`src/rtu_pkg.sv`:
```
// package: encodings, widths and timing constants of the return instruction unit
package rtu_pkg;
  localparam int INSN_W = 14;
  localparam int PC_W = 13;
  localparam int DATA_W = 8;
  localparam logic [13:0] ENC_SUB_RETURN = 14'h0008;
  localparam logic [13:0] ENC_IRQ_RETURN = 14'h0009;
  localparam logic [13:0] ENC_LIT_MASK = 14'h3c00;
  localparam logic [13:0] ENC_LIT_MATCH = 14'h3400;
  localparam int GIE_BIT = 7;
  localparam int RETURN_CYCLES = 2;
  localparam logic [7:0] WREG_RESET = 8'h00;
  localparam logic [7:0] IRQCON_RESET = 8'h00;
  localparam logic [12:0] PC_RESET = 13'h0000;

  typedef enum logic [1:0] {
    RTU_KIND_NONE = 2'h0,
    RTU_KIND_SUB = 2'h1,
    RTU_KIND_IRQ = 2'h2,
    RTU_KIND_LIT = 2'h3
  } rtu_kind_type;

  // fetch path to decoder
  typedef struct packed {
    logic valid;
    logic [13:0] word;
  } rtu_fetch_type;

  // update commands toward the core
  typedef struct packed {
    logic pc_load;
    logic [12:0] pc_value;
    logic stack_pop;
    logic flush;
  } rtu_ctl_type;
endpackage : rtu_pkg

```
`src/rtu_return_unit.sv`:
```
// return instruction unit: decodes and executes the three stack return instructions
`timescale 1ns/1ps
`default_nettype none
module rtu_return_unit (
  // clock and reset
  input wire logic clk_in,
  input wire logic sys_rst_in,
  // fetch path
  input wire rtu_pkg::rtu_fetch_type fetch_in,
  // return stack top
  input wire logic [12:0] stack_top_entry_in,
  // software writes to irq control, from the core
  input wire logic irqcon_wr_in,
  input wire logic [7:0] irqcon_wdata_in,
  // core control
  output rtu_pkg::rtu_ctl_type ctl_out,
  output logic busy_out,
  // architectural state
  output logic [7:0] wreg_out,
  output logic [7:0] irq_control_reg_out,
  output logic [12:0] pc_out,
  output logic global_irq_enable_out
);
  typedef enum logic [1:0] {
    RTU_ST_EXEC = 2'b01,
    RTU_ST_FLUSH = 2'b10
  } rtu_state_type;

  rtu_state_type state_reg;
  rtu_state_type state_next;
  rtu_pkg::rtu_kind_type kind;
  logic [7:0] literal;
  logic [7:0] wreg_reg;
  logic [7:0] irqcon_reg;
  logic [12:0] pc_reg;
  logic pop_reg;

  rtu_decode u_decode (
    .word_in(fetch_in.word),
    .kind_out(kind),
    .literal_out(literal)
  );

  // a word arriving while flushing is the stale prefetch and is ignored
  wire in_exec = (state_reg == RTU_ST_EXEC);
  wire take = in_exec && fetch_in.valid && (kind != rtu_pkg::RTU_KIND_NONE);
  wire take_irq = take && (kind == rtu_pkg::RTU_KIND_IRQ);
  wire take_lit = take && (kind == rtu_pkg::RTU_KIND_LIT);

  // cycle 1 takes the return, cycle 2 drives pop, pc load and flush together
  always_comb begin
    state_next = state_reg;
    unique case (state_reg)
      RTU_ST_EXEC: begin
        if (take) begin
          state_next = RTU_ST_FLUSH;
        end
      end
      RTU_ST_FLUSH: begin
        state_next = RTU_ST_EXEC;
      end
      default: begin
        state_next = RTU_ST_EXEC;
      end
    endcase
  end

  always_ff @(posedge clk_in) begin
    if (sys_rst_in) begin
      state_reg <= RTU_ST_EXEC;
    end else begin
      state_reg <= state_next;
    end
  end

  // pc takes the stack top on any return
  always_ff @(posedge clk_in) begin
    if (sys_rst_in) begin
      pc_reg <= rtu_pkg::PC_RESET;
      pop_reg <= 1'b0;
    end else begin
      pop_reg <= take;
      if (take) begin
        pc_reg <= stack_top_entry_in;
      end
    end
  end

  always_ff @(posedge clk_in) begin
    if (sys_rst_in) begin
      wreg_reg <= rtu_pkg::WREG_RESET;
    end else if (take_lit) begin
      wreg_reg <= literal;
    end
  end

  // the return's set beats a same-cycle software write to the enable bit
  always_ff @(posedge clk_in) begin
    if (sys_rst_in) begin
      irqcon_reg <= rtu_pkg::IRQCON_RESET;
    end else begin
      if (irqcon_wr_in) begin
        irqcon_reg <= irqcon_wdata_in;
      end
      if (take_irq) begin
        irqcon_reg[rtu_pkg::GIE_BIT] <= 1'b1;
      end
    end
  end

  // no status flag output exists, so status is untouched by design
  // one driver for the whole struct, fields named so the packing order cannot slip
  wire in_flush = (state_reg == RTU_ST_FLUSH);
  assign ctl_out = '{
    pc_load: pop_reg,
    pc_value: pc_reg,
    stack_pop: pop_reg,
    flush: in_flush
  };
  assign busy_out = (state_reg == RTU_ST_FLUSH);
  assign wreg_out = wreg_reg;
  assign irq_control_reg_out = irqcon_reg;
  assign pc_out = pc_reg;
  assign global_irq_enable_out = irqcon_reg[rtu_pkg::GIE_BIT];
endmodule : rtu_return_unit
`default_nettype wire

```
`src/rtu_decode.sv`:
```
// decoder that classifies a fetched word as one of the three return instructions or as none
`timescale 1ns/1ps
`default_nettype none
module rtu_decode (
  // instruction word
  input wire logic [13:0] word_in,
  // classification
  output rtu_pkg::rtu_kind_type kind_out,
  output logic [7:0] literal_out
);
  wire is_sub = (word_in == rtu_pkg::ENC_SUB_RETURN);
  wire is_irq = (word_in == rtu_pkg::ENC_IRQ_RETURN);
  // bits 9 and 8 are masked off, so all four variants decode alike
  wire is_lit = ((word_in & rtu_pkg::ENC_LIT_MASK) == rtu_pkg::ENC_LIT_MATCH);

  assign kind_out = is_irq ? rtu_pkg::RTU_KIND_IRQ :
                    is_sub ? rtu_pkg::RTU_KIND_SUB :
                    is_lit ? rtu_pkg::RTU_KIND_LIT : rtu_pkg::RTU_KIND_NONE;
  assign literal_out = word_in[7:0];
endmodule : rtu_decode
`default_nettype wire

```
`config.mk`:
```
export PLATFORM = sky130hd
export DESIGN_NAME = rtu_return_unit
export DESIGN_NICKNAME = d
export VERILOG_FILES = /design/src/rtu_pkg.sv /design/src/rtu_return_unit.sv /design/src/rtu_decode.sv
export SDC_FILE = /design/constraint.sdc
export NUM_CORES = 1
export LEC_CHECK = 0
export ABC_AREA = 1
export BUFFER_PORTS_ARGS = -buffer_cell sky130_fd_sc_hd__buf_2
export CELL_PAD_IN_SITES_DETAIL_PLACEMENT = 0
export CELL_PAD_IN_SITES_GLOBAL_PLACEMENT = 1
export CORE_MARGIN = 2
export CORE_UTILIZATION = 32
export DETAILED_ROUTE_END_ITERATION = 7
export PLACE_DENSITY = 0.92
export SYNTH_ARGS = -nofsm -noshare
export SYNTH_HDL_FRONTEND = slang
export SYNTH_SLANG_ARGS = --single-unit
```
`constraint.sdc`:
```
create_clock -name clk_in -period 2.5 [get_ports clk_in]
set_input_delay 0.625 -clock clk_in [delete_from_list [all_inputs] [get_ports clk_in]]
set_output_delay 0.625 -clock clk_in [all_outputs]
set_load 0.05 [all_outputs]
```
==> flow_summary.json, run 1 <==
{
  "ys_warn_count": 0,
  "max_slew.worst_pin.slew_ns": 0.474,
  "start_kind": "register",
  "r2r_slack_ns": 1.11,
  "fp.dieW_um": 73.6,
  "netlist.area_leader.share": 0.413,
  "cts_resized": 0,
  "fin_worst_skew_ns": 0.00397,
  "setup_tns_ns": 0,
  "fp.dieH_um": 73.6,
  "synth-seq-area-share": 0.413,
  "gp_congestion": 0.698,
  "post-route-period-util": 0.713,
  "grt_start_max_net_pins": 29,
  "power.total_mw": 1.07,
  "port_buffers": 85,
  "initial_core_util": 0.330,
  "multiInputGateArea_um2": 626,
  "viasPerCell": 4.34,
  "hold_viol": 0,
  "drtPass1Iterations": 3,
  "place_hpwl_um": 2500,
  "netlist_instances": 208,
  "worst-path-max-fanout": 3,
  "clkTransAtPathRegs_ns": 0.06,
  "vias": 1429,
  "leakagePower_nw": 1.07,
  "ios": 86,
  "fin_crit_ns": 1.78,
  "synth_area_um2": 1550,
  "largest_register_ffs": 13,
  "ant_nets": 0,
  "drc_errors": 0,
  "wl_um": 3300,
  "p_per_area_nw_per_um2": 556,
  "slew-limit-headroom": 0.682,
  "wl_per_cell_um": 10.0,
  "seq_area_um2": 641,
  "synth_area_per_cell_um2": 7.45,
  "worstHoldPathCells": 2,
  "grt_pass1_wl_um": 5140,
  "synth_top_area_cell": "dfxtp_1",
  "fmax_ghz": 0.561,
  "die_area_um2": 5420,
  "synth.area.top_cells": "dfxtp_1 41%, nor2_1 12%, buf_4 9.2%, inv_1 5.8%, nand2_1 5.8%",
  "htreeDepth": 2,
  "cts_hold_buf": 0,
  "grt_pass1_vias": 1217,
  "cts_root_buffer": "clkbuf_8",
  "grt-ovfl-total": 0,
  "irDropWorstVdd_uv": 300,
  "synth_nets": 247,
  "reg2reg_depth": 6,
  "cts_buffer_depth": 2,
  "clock_sink_count": 32,
  "cts_setup_buffers": 0,
  "cts_tree": "done",
  "fill_cells": 500,
  "setup_viol": 0,
  "crit_path_end_kind": "primary output",
  "crit_required_ns": 1.88,
  "syn_to_final_growth_pct": 24.7,
  "ys_types": 22,
  "clk_latency_ns": 0.27,
  "critPathArrivalTime_ns": 1.16,
  "fp.coreArea_um2": 4690,
  "drt_iter0_drc": 32,
  "status": "finished, final reports clean",
  "cts_made_buffers": 5,
  "drive_gt1_frac": 0.356,
  "num_rows": 25,
  "drv_slew": 0,
  "nets": 316,
  "min_path_type": "reg2reg",
  "n_antenna_cell": 0,
  "synth-seq-cells": 32,
  "antenna_found_initial": 0,
  "crit_type": "reg2out",
  "drv_cap": 0,
  "grt_usage": 0.122,
  "rsz0062_at_grt": "false"
}
==> cells by family after synthesis <==
| kind of cell | Yosys count | share of synthesized area |
|---|---|---|
| and+or+nand+nor | 101 | 0.317 |
| AOI/OAI and AO/OA | 26 | 0.0864 |
| buffers and inverters | 49 | 0.183 |
| DFF | 32 | 0.413 |
==> path summary, 6_finish.rpt <==
check                                   from          end
worst max-delay path            state_reg[1]   ctl_out[0]
worst min-delay path             wreg_out[0]  wreg_out[0]
worst max register to register  state_reg[0]    pc_out[4]
worst min register to register   wreg_out[0]  wreg_out[0]
==> through the flow <==
stage / setup WS [ns] / hold slack [ns] / instances / area [um2] / utilization
final: 0.716 / 0.486 / 329 / 1930 / 0.412
after global routing: 0.624 / 0.520 / 329 / 1930 / 0.412
after CTS: 0.683 / 0.492 / 329 / 1930 / 0.412
after detailed placement: 0.667 / 0.480 / 324 / 1860 / 0.397
after global placement: 0.674 / 0.476 / 324 / 1860 / 0.397
after floorplan: 0.396 / 0.671 / 208 / 1550 / -
==> per-layer routing <==
| layer | wire length, um | up-vias | share of wire | track usage |
|---|---|---|---|---|
| li1 | - | 767 | - | - |
| met3 | 286 | 2 | 0.087 | 0.0439 |
| met1 | 1540 | 606 | 0.47 | 0.158 |
| met4 | 10 | 0 | 0.0030 | 0.0424 |
| met2 | 1460 | 54 | 0.44 | 0.186 |
| met5 | 0 | - | 0 | 0 |
==> worst max-delay path, cell delays in order (launching register included) <==
cell	delay (ns)
dfxtp_1	0.44
inv_1	0.07
nor2_1	0.11
buf_2	0.27
==> cell usage after synthesis <==
| library cell | number |
|---|---|
| nor2_1 | 50 |
| dfxtp_1 | 32 |
| inv_1 | 24 |
| nand2_1 | 24 |
| buf_4 | 19 |
| nand3_1 | 13 |
| o21ai_0 | 13 |
| a21oi_1 | 12 |
| nor3b_1 | 6 |
| clkbuf_1 | 3 |
| a21oi_2 | 1 |
| buf_12 | 1 |
| buf_2 | 1 |
| buf_8 | 1 |
| nand3_2 | 1 |
| nand3_4 | 1 |
| nand4_1 | 1 |
| nand4_4 | 1 |
| nor3_1 | 1 |
| nor3_4 | 1 |
| nor4_4 | 1 |
| or2_0 | 1 |
==> where the power goes <==
group / internal [mW] / switching [mW] / leakage [nW]
combinational: 0.0593 / 0.142 / 0.778
clock: 0.179 / 0.158 / 0.0359
sequential: 0.527 / 0.00872 / 0.261
total: 0.765 / 0.309 / 1.07
==> cell usage in the layout, fill, tap and decap left out <==
cell type / Yosys / layout
nand3_1: 13 / 13
o21ai_0: 13 / 13
a21oi_2: 1 / 1
inv_1: 24 / 24
buf_4: 19 / 2
nand2_1: 24 / 24
nor4_4: 1 / 1
a21oi_1: 12 / 12
nor3_1: 1 / 1
buf_2: 1 / 85
nand3_2: 1 / 1
dfxtp_1: 32 / 32
nand3_4: 1 / 1
or2_0: 1 / 1
nor3_4: 1 / 1
nor2_1: 50 / 50
nand4_4: 1 / 1
nor3b_1: 6 / 6
clkbuf_8: 0 / 5
nand4_1: 1 / 1
==> layout make-up <==
type	count	share of cell area
clock buffer	5	0.0356
sequential	32	0.331
inverter	24	0.0466
timing repair buffer	87	0.228
tap	54	0.0350
multi-input combinational	127	0.324
No activity file was read; power rests on OpenSTA's default activity.
==> run 2: changes to the inputs <==
- ABC_AREA: 1 -> 0
- CORE_UTILIZATION: 32 -> 28
- PLACE_DENSITY: 0.92 -> 0.83
- clock period: 2.5 -> 1.6 ns (I/O delays scaled with it)
==> flow_summary.json, run 2 <==
{
  "fp.coreArea_um2": 5540,
  "crit_path_end_kind": "register",
  "synthXorXnorAreaFrac": 0,
  "ys_types": 28,
  "grt_start_max_net_pins": 27,
  "yosys.area_share.adder": 0,
  "crit_type": "in2reg",
  "fin_util": 0.375,
  "vias": 1578,
  "r2r_slack_ns": 0.24,
  "fin_worst_skew_ns": 0.00459,
  "drc_errors": 0,
  "cts_resized": 0,
  "synth_nets": 225,
  "synth.most_common_cell": "dfxtp_1",
  "p_int_mw": 1.27,
  "dpl.cell_count": 320,
  "irDropWorstVdd_uv": 408,
  "critPathArrivalTime_ns": 1.58,
  "hold_viol": 0,
  "netlist.area_leader.share": 0.398,
  "fp.dieW_um": 79.8,
  "crit_chain": "buf_2 > nor4b_1 > and4_1 > buf_12 > nand4_1 > o311ai_0",
  "rsz0062_at_grt": "false",
  "largest_register_ffs": 13,
  "initial_core_util": 0.290,
  "num_rows": 27,
  "drv_slew": 0,
  "synth_flop_cell": "dfxtp_1",
  "crit_required_ns": 1.77,
  "cp-endpoint": "pc_out[5]",
  "gp_congestion": 0.696,
  "place_hpwl_um": 2930,
  "synth-edff-count": 0,
  "antenna_found_initial": 0,
  "status": "finished, final reports clean",
  "fin_crit_ns": 1.41,
  "post-route-period-util": 0.882,
  "die_area_um2": 6360,
  "cts_setup_buffers": 0,
  "n_antenna_cell": 0,
  "netlist_instances": 186,
  "grt_pass1_wl_um": 6400,
  "cpPeakStageDelay_ns": 0.35,
  "slew-limit-headroom": 0.784,
  "worstSetupStartpoint": "fetch_in[1]",
  "final_cell_mix": "85 x buf_2, 32 x dfxtp_1, 23 x nor2_1, 17 x nand2_1, 14 x nand2b_1",
  "critPathSlowestCell": "nor4b_1",
  "clkTransAtPathRegs_ns": 0.07,
  "r2r-end": "pc_out[5]",
  "synth_mux_area_frac": 0.0498,
  "drtPass1Iterations": 4,
  "cts_hold_buf": 0,
  "synth-seq-cells": 32,
  "synth_area_per_cell_um2": 8.64,
  "leakagePower_nw": 0.951,
  "worst-path-max-fanout": 22,
  "seqPwrFrac": 0.459,
  "r2r-start": "state_reg[1]",
  "final_common_cell": "buf_2",
  "fp.dieH_um": 79.8,
  "syn_to_final_growth_pct": 29.2,
  "fill_cells": 613,
  "synth_compound_area_frac": 0.155,
  "htreeDepth": 2,
  "pwr-share-comb": 0.178,
  "ys_warn_count": 0,
  "fmax_ghz": 0.709,
  "clk_latency_ns": 0.28,
  "final_cells": 328,
  "async_reset_ff_frac": 0,
  "nets": 294,
  "wl_per_cell_um": 12.3,
  "swShare": 0.301,
  "max_slew.worst_pin.slew_ns": 0.320,
  "p_sw_mw": 0.548,
  "ant_nets": 0,
  "cts_tree": "done",
  "min_path_type": "in2reg",
  "p_clk_frac": 0.363,
  "cts_buffer_depth": 2,
  "synth_area_um2": 1610,
  "drt_iter0_drc": 40,
  "drive_gt1_frac": 0.414,
  "reg2reg_depth": 5,
  "wl_um": 4050,
  "setup_viol": 0,
  "viasPerCell": 4.81,
  "yosys.area_share.simple": 0.244,
  "grt-ovfl-total": 0,
  "start_kind": "input pin",
  "synth_top_area_cell": "dfxtp_1",
  "grt_pass1_vias": 1363,
  "drv_cap": 0,
  "grt_usage": 0.132,
  "p_per_area_nw_per_um2": 876,
  "port_buffers": 85,
  "synth-seq-area-share": 0.398,
  "synth.area.top_cells": "dfxtp_1 40%, buf_4 8.4%, o311ai_0 7.1%, nand2b_1 5.4%, nor2_1 5.4%",
  "setup_tns_ns": 0,
  "synth_top_family_by_area": "simple AND/OR/NAND/NOR gates",
  "ios": 86,
  "cts_root_buffer": "clkbuf_8",
  "clock_sink_count": 32,
  "cts_made_buffers": 5,
  "synth_common_cells": "32 x dfxtp_1, 23 x nor2_1, 18 x buf_4"
}
[run 2: cell count changes in the layout (fill, tap and decap cells not counted), sizes merged, moves of 8 or more]
| cell | previous run | this run |
|---|---|---|
| nor2 | 50 | 23 |
| inv | 24 | 0 |
| nand2b | 0 | 14 |
| nand3 | 15 | 1 |
| a31oi | 0 | 13 |
| o311ai | 0 | 13 |
| o21ai | 13 | 1 |
| nand4 | 2 | 13 |
| buf | 87 | 95 |
| mux2i | 0 | 8 |
[run 2: how the worst min path moves through the flow]
stage / from / endpoint / slack [ns] / cells after the start
2_1_floorplan: fetch_in[0] / irq_control_reg_out[7] / 0.53 / 2
3_3_place_gp: wreg_out[0] / wreg_out[0] / 0.44 / 2
3_5_place_dp: wreg_out[0] / wreg_out[0] / 0.45 / 2
4_1_cts: irqcon_wdata_in[6] / irq_control_reg_out[6] / 0.34 / 3
5_1_grt: fetch_in[3] / wreg_out[3] / 0.35 / 3
6_report: irqcon_wdata_in[6] / irq_control_reg_out[6] / 0.35 / 3
[run 2: layout make-up]
| type | instances | area [um2] | area share |
|---|---|---|---|
| clock buffers | 7 | 86.3 | 0.0416 |
| well taps | 72 | 90.1 | 0.0434 |
| repair buffers | 95 | 526 | 0.253 |
| inverters | 1 | 3.75 | 0.00181 |
| multi-input cells | 120 | 723 | 0.348 |
| clock inverters | 1 | 7.51 | 0.00361 |
| flip-flops and latches | 32 | 641 | 0.308 |
[run 2: per-layer routing]
metal | track usage | up-vias | wire length (um)
li1 | - | 788 | -
met1 | 0.163 | 714 | 1790
met2 | 0.206 | 69 | 1800
met3 | 0.0475 | 7 | 395
met4 | 0.0559 | 0 | 65
met5 | 0 | - | 0
[run 2: logic make-up (layout without fill, tap and decap cells)]
kind of cell,Yosys count,count (layout)
AND/OR/NAND/NOR,76,76
AO/OA/AOI/OAI,36,36
buffers and inverters,34,104
flip-flops,32,32
multiplexers,8,8
[run 2: power by group through the flow]
stage	clock network, mW	logic (mW)	registers (mW)
after global routing	0.720	0.346	0.838
final	0.660	0.323	0.836
after detailed placement	0	0.326	0.853
after CTS	0.689	0.326	0.836
after floorplan	0	0.142	0.938
after global placement	0	0.324	0.853
[run 2: metrics by stage]
stage | hold WS (ns) | instance area [um2] | total power [mW] | setup slack (ns)
6_report | 0.355 | 2080 | 1.82 | 0.189
5_1_grt | 0.349 | 2080 | 1.90 | 0.0852
4_1_cts | 0.341 | 2080 | 1.85 | 0.179
3_5_place_dp | 0.446 | 1980 | 1.18 | -0.0974
3_3_place_gp | 0.439 | 1980 | 1.18 | -0.0656
2_1_floorplan | 0.531 | 1610 | 1.08 | 0.124
[run 2: critical path: cells and delay by family]
kind	cells	cell delay [ns]
AOI/OAI and AO/OA	1	0.11
buffers and inverters	2	0.27
and+or+nand+nor	3	0.79
==> run 3: changes to the inputs <==
- ABC_AREA: 0 -> 1
- CELL_PAD_IN_SITES_DETAIL_PLACEMENT: 0 -> not set
- CELL_PAD_IN_SITES_GLOBAL_PLACEMENT: 1 -> not set
- CORE_UTILIZATION: 28 -> 39
==> flow_summary.json, run 3 (synthesis gave the netlist of run 1 again) <==
{
  "max_slew.worst_pin.slew_ns": 0.317,
  "cts_hold_buf": 0,
  "drt_iter0_drc": 70,
  "drtPass1Iterations": 4,
  "ant_nets": 0,
  "die_area_um2": 4500,
  "cpPeakStageDelay_ns": 0.39,
  "largest_register_ffs": 13,
  "cts_buffer_depth": 2,
  "antenna_found_initial": 0,
  "num_rows": 22,
  "n_antenna_cell": 0,
  "fill_cells": 384,
  "clkTransAtPathRegs_ns": 0.06,
  "initial_core_util": 0.414,
  "crit_required_ns": 1.20,
  "htreeDepth": 2,
  "drc_errors": 0,
  "grt_pass1_vias": 1260,
  "critPathSlowestCell": "dfxtp_2",
  "drive_gt1_frac": 0.375,
  "leakagePower_nw": 1.12,
  "wl_per_cell_um": 9.92,
  "multiInputGateArea_um2": 633,
  "crit_chain": "inv_1 > nor2_4 > buf_2",
  "fp.dieW_um": 67.0,
  "clock_sink_count": 32,
  "status": "finished, final reports clean",
  "slew-limit-headroom": 0.788,
  "gp_congestion": 0.736,
  "drv_slew": 0,
  "cts_made_buffers": 5,
  "clk_latency_ns": 0.28,
  "reg2reg_depth": 6,
  "place_hpwl_um": 2480,
  "crit_path_end_kind": "primary output",
  "syn_to_final_growth_pct": 30.3,
  "grt_start_max_net_pins": 29,
  "cts_root_buffer": "clkbuf_8",
  "crit_type": "reg2out",
  "ios": 86,
  "nets": 318,
  "grt_pass1_wl_um": 5360,
  "fp.dieH_um": 67.0,
  "viasPerCell": 4.50,
  "final_cell_mix": "85 x buf_2, 49 x nor2_1, 31 x dfxtp_1, 24 x inv_1, 24 x nand2_1",
  "fin_crit_ns": 1.49,
  "use_met2": 0.265,
  "p_per_area_nw_per_um2": 985,
  "grt_usage": 0.159,
  "busiest_layer": "met2",
  "gr-usage-met1": 0.182,
  "fin_worst_skew_ns": 0.00304,
  "cts_setup_buffers": 0,
  "setup_tns_ns": 0,
  "met3_usage": 0.0507,
  "port_buffers": 85,
  "vias": 1476,
  "cts_resized": 0,
  "final_common_cell": "buf_2",
  "start_kind": "register",
  "min_path_type": "in2reg",
  "cts_tree": "done",
  "hold_viol": 0,
  "setup_viol": 0,
  "hold_ws_ns": 0.324,
  "critPathArrivalTime_ns": 1.09,
  "worstHoldPathCells": 2,
  "irDropWorstVdd_uv": 637,
  "rsz0062_at_grt": "false",
  "fmax_ghz": 0.672,
  "grt-ovfl-total": 0,
  "seq_area_um2": 642,
  "wl_um": 3250,
  "setup_slack_ns": 0.113,
  "fp.coreArea_um2": 3740,
  "drv_cap": 0,
  "worst-path-max-fanout": 3,
  "dpl_worst_slack_ns": 0.00534,
  "post-route-period-util": 0.929
}
[run 3: cell types whose count changed in the layout (fill, tap and decap cells not counted), sizes merged, moves of 4 or more]
cell	previous run	this run
o311ai	13	0
nand2	17	24
inv	0	24
nor3b	0	6
o21ai	1	13
a21oi	9	13
nand2b	14	0
nor2	23	50
mux2i	8	0
buf	95	89
nand3	1	15
a31oi	13	0
nand4	13	2
[run 3: path summary, 6_finish.rpt]
| path | from | end | slack, ns |
|---|---|---|---|
| max | state_reg[1] | busy_out | 0.11 |
| min reg2reg | wreg_out[3] | wreg_out[3] | 0.49 |
| max reg2reg | state_reg[0] | pc_out[12] | 0.30 |
| min | sys_rst_in | wreg_out[1] | 0.32 |
[run 3: report_power, final]
group / internal [mW] / leakage, nW / switching, mW / total (mW)
clock: 0.549 / 0.0645 / 0.281 / 0.829
combinational: 0.0983 / 0.793 / 0.224 / 0.322
sequential: 0.823 / 0.261 / 0.0139 / 0.837
[run 3: final cells by class]
type | instances | share of cell area
Clock buffer | 7 | 0.0477
Clock inverter | 1 | 0.0149
Inverter | 24 | 0.0446
Multi-Input combinational cell | 127 | 0.314
Sequential cell | 32 | 0.318
Tap cell | 48 | 0.0297
Timing Repair Buffer | 89 | 0.232
[run 3: critical path, delay by kind of cell (launching register included)]
family / cells / cell delay (ns)
buf+inv: 2 / 0.34
flops: 1 / 0.39
simple gates: 1 / 0.08
[run 3: per-stage QoR]
step           cell area, um2  instances  power [mW]  utilization
2_1_floorplan            1560        208        1.09            -
3_3_place_gp             1890        320        1.17        0.505
3_5_place_dp             1890        320        1.18        0.505
4_1_cts                  2020        328        2.02        0.539
5_1_grt                  2020        328        2.08        0.539
6_report                 2020        328        1.99        0.539
[run 3: per-layer routing]
layer	vias to the layer above	share of wire	wire, um
li1	776	-	-
met1	630	0.42	1370
met2	62	0.47	1530
met3	8	0.089	288
met4	0	0.020	65
met5	-	0	0
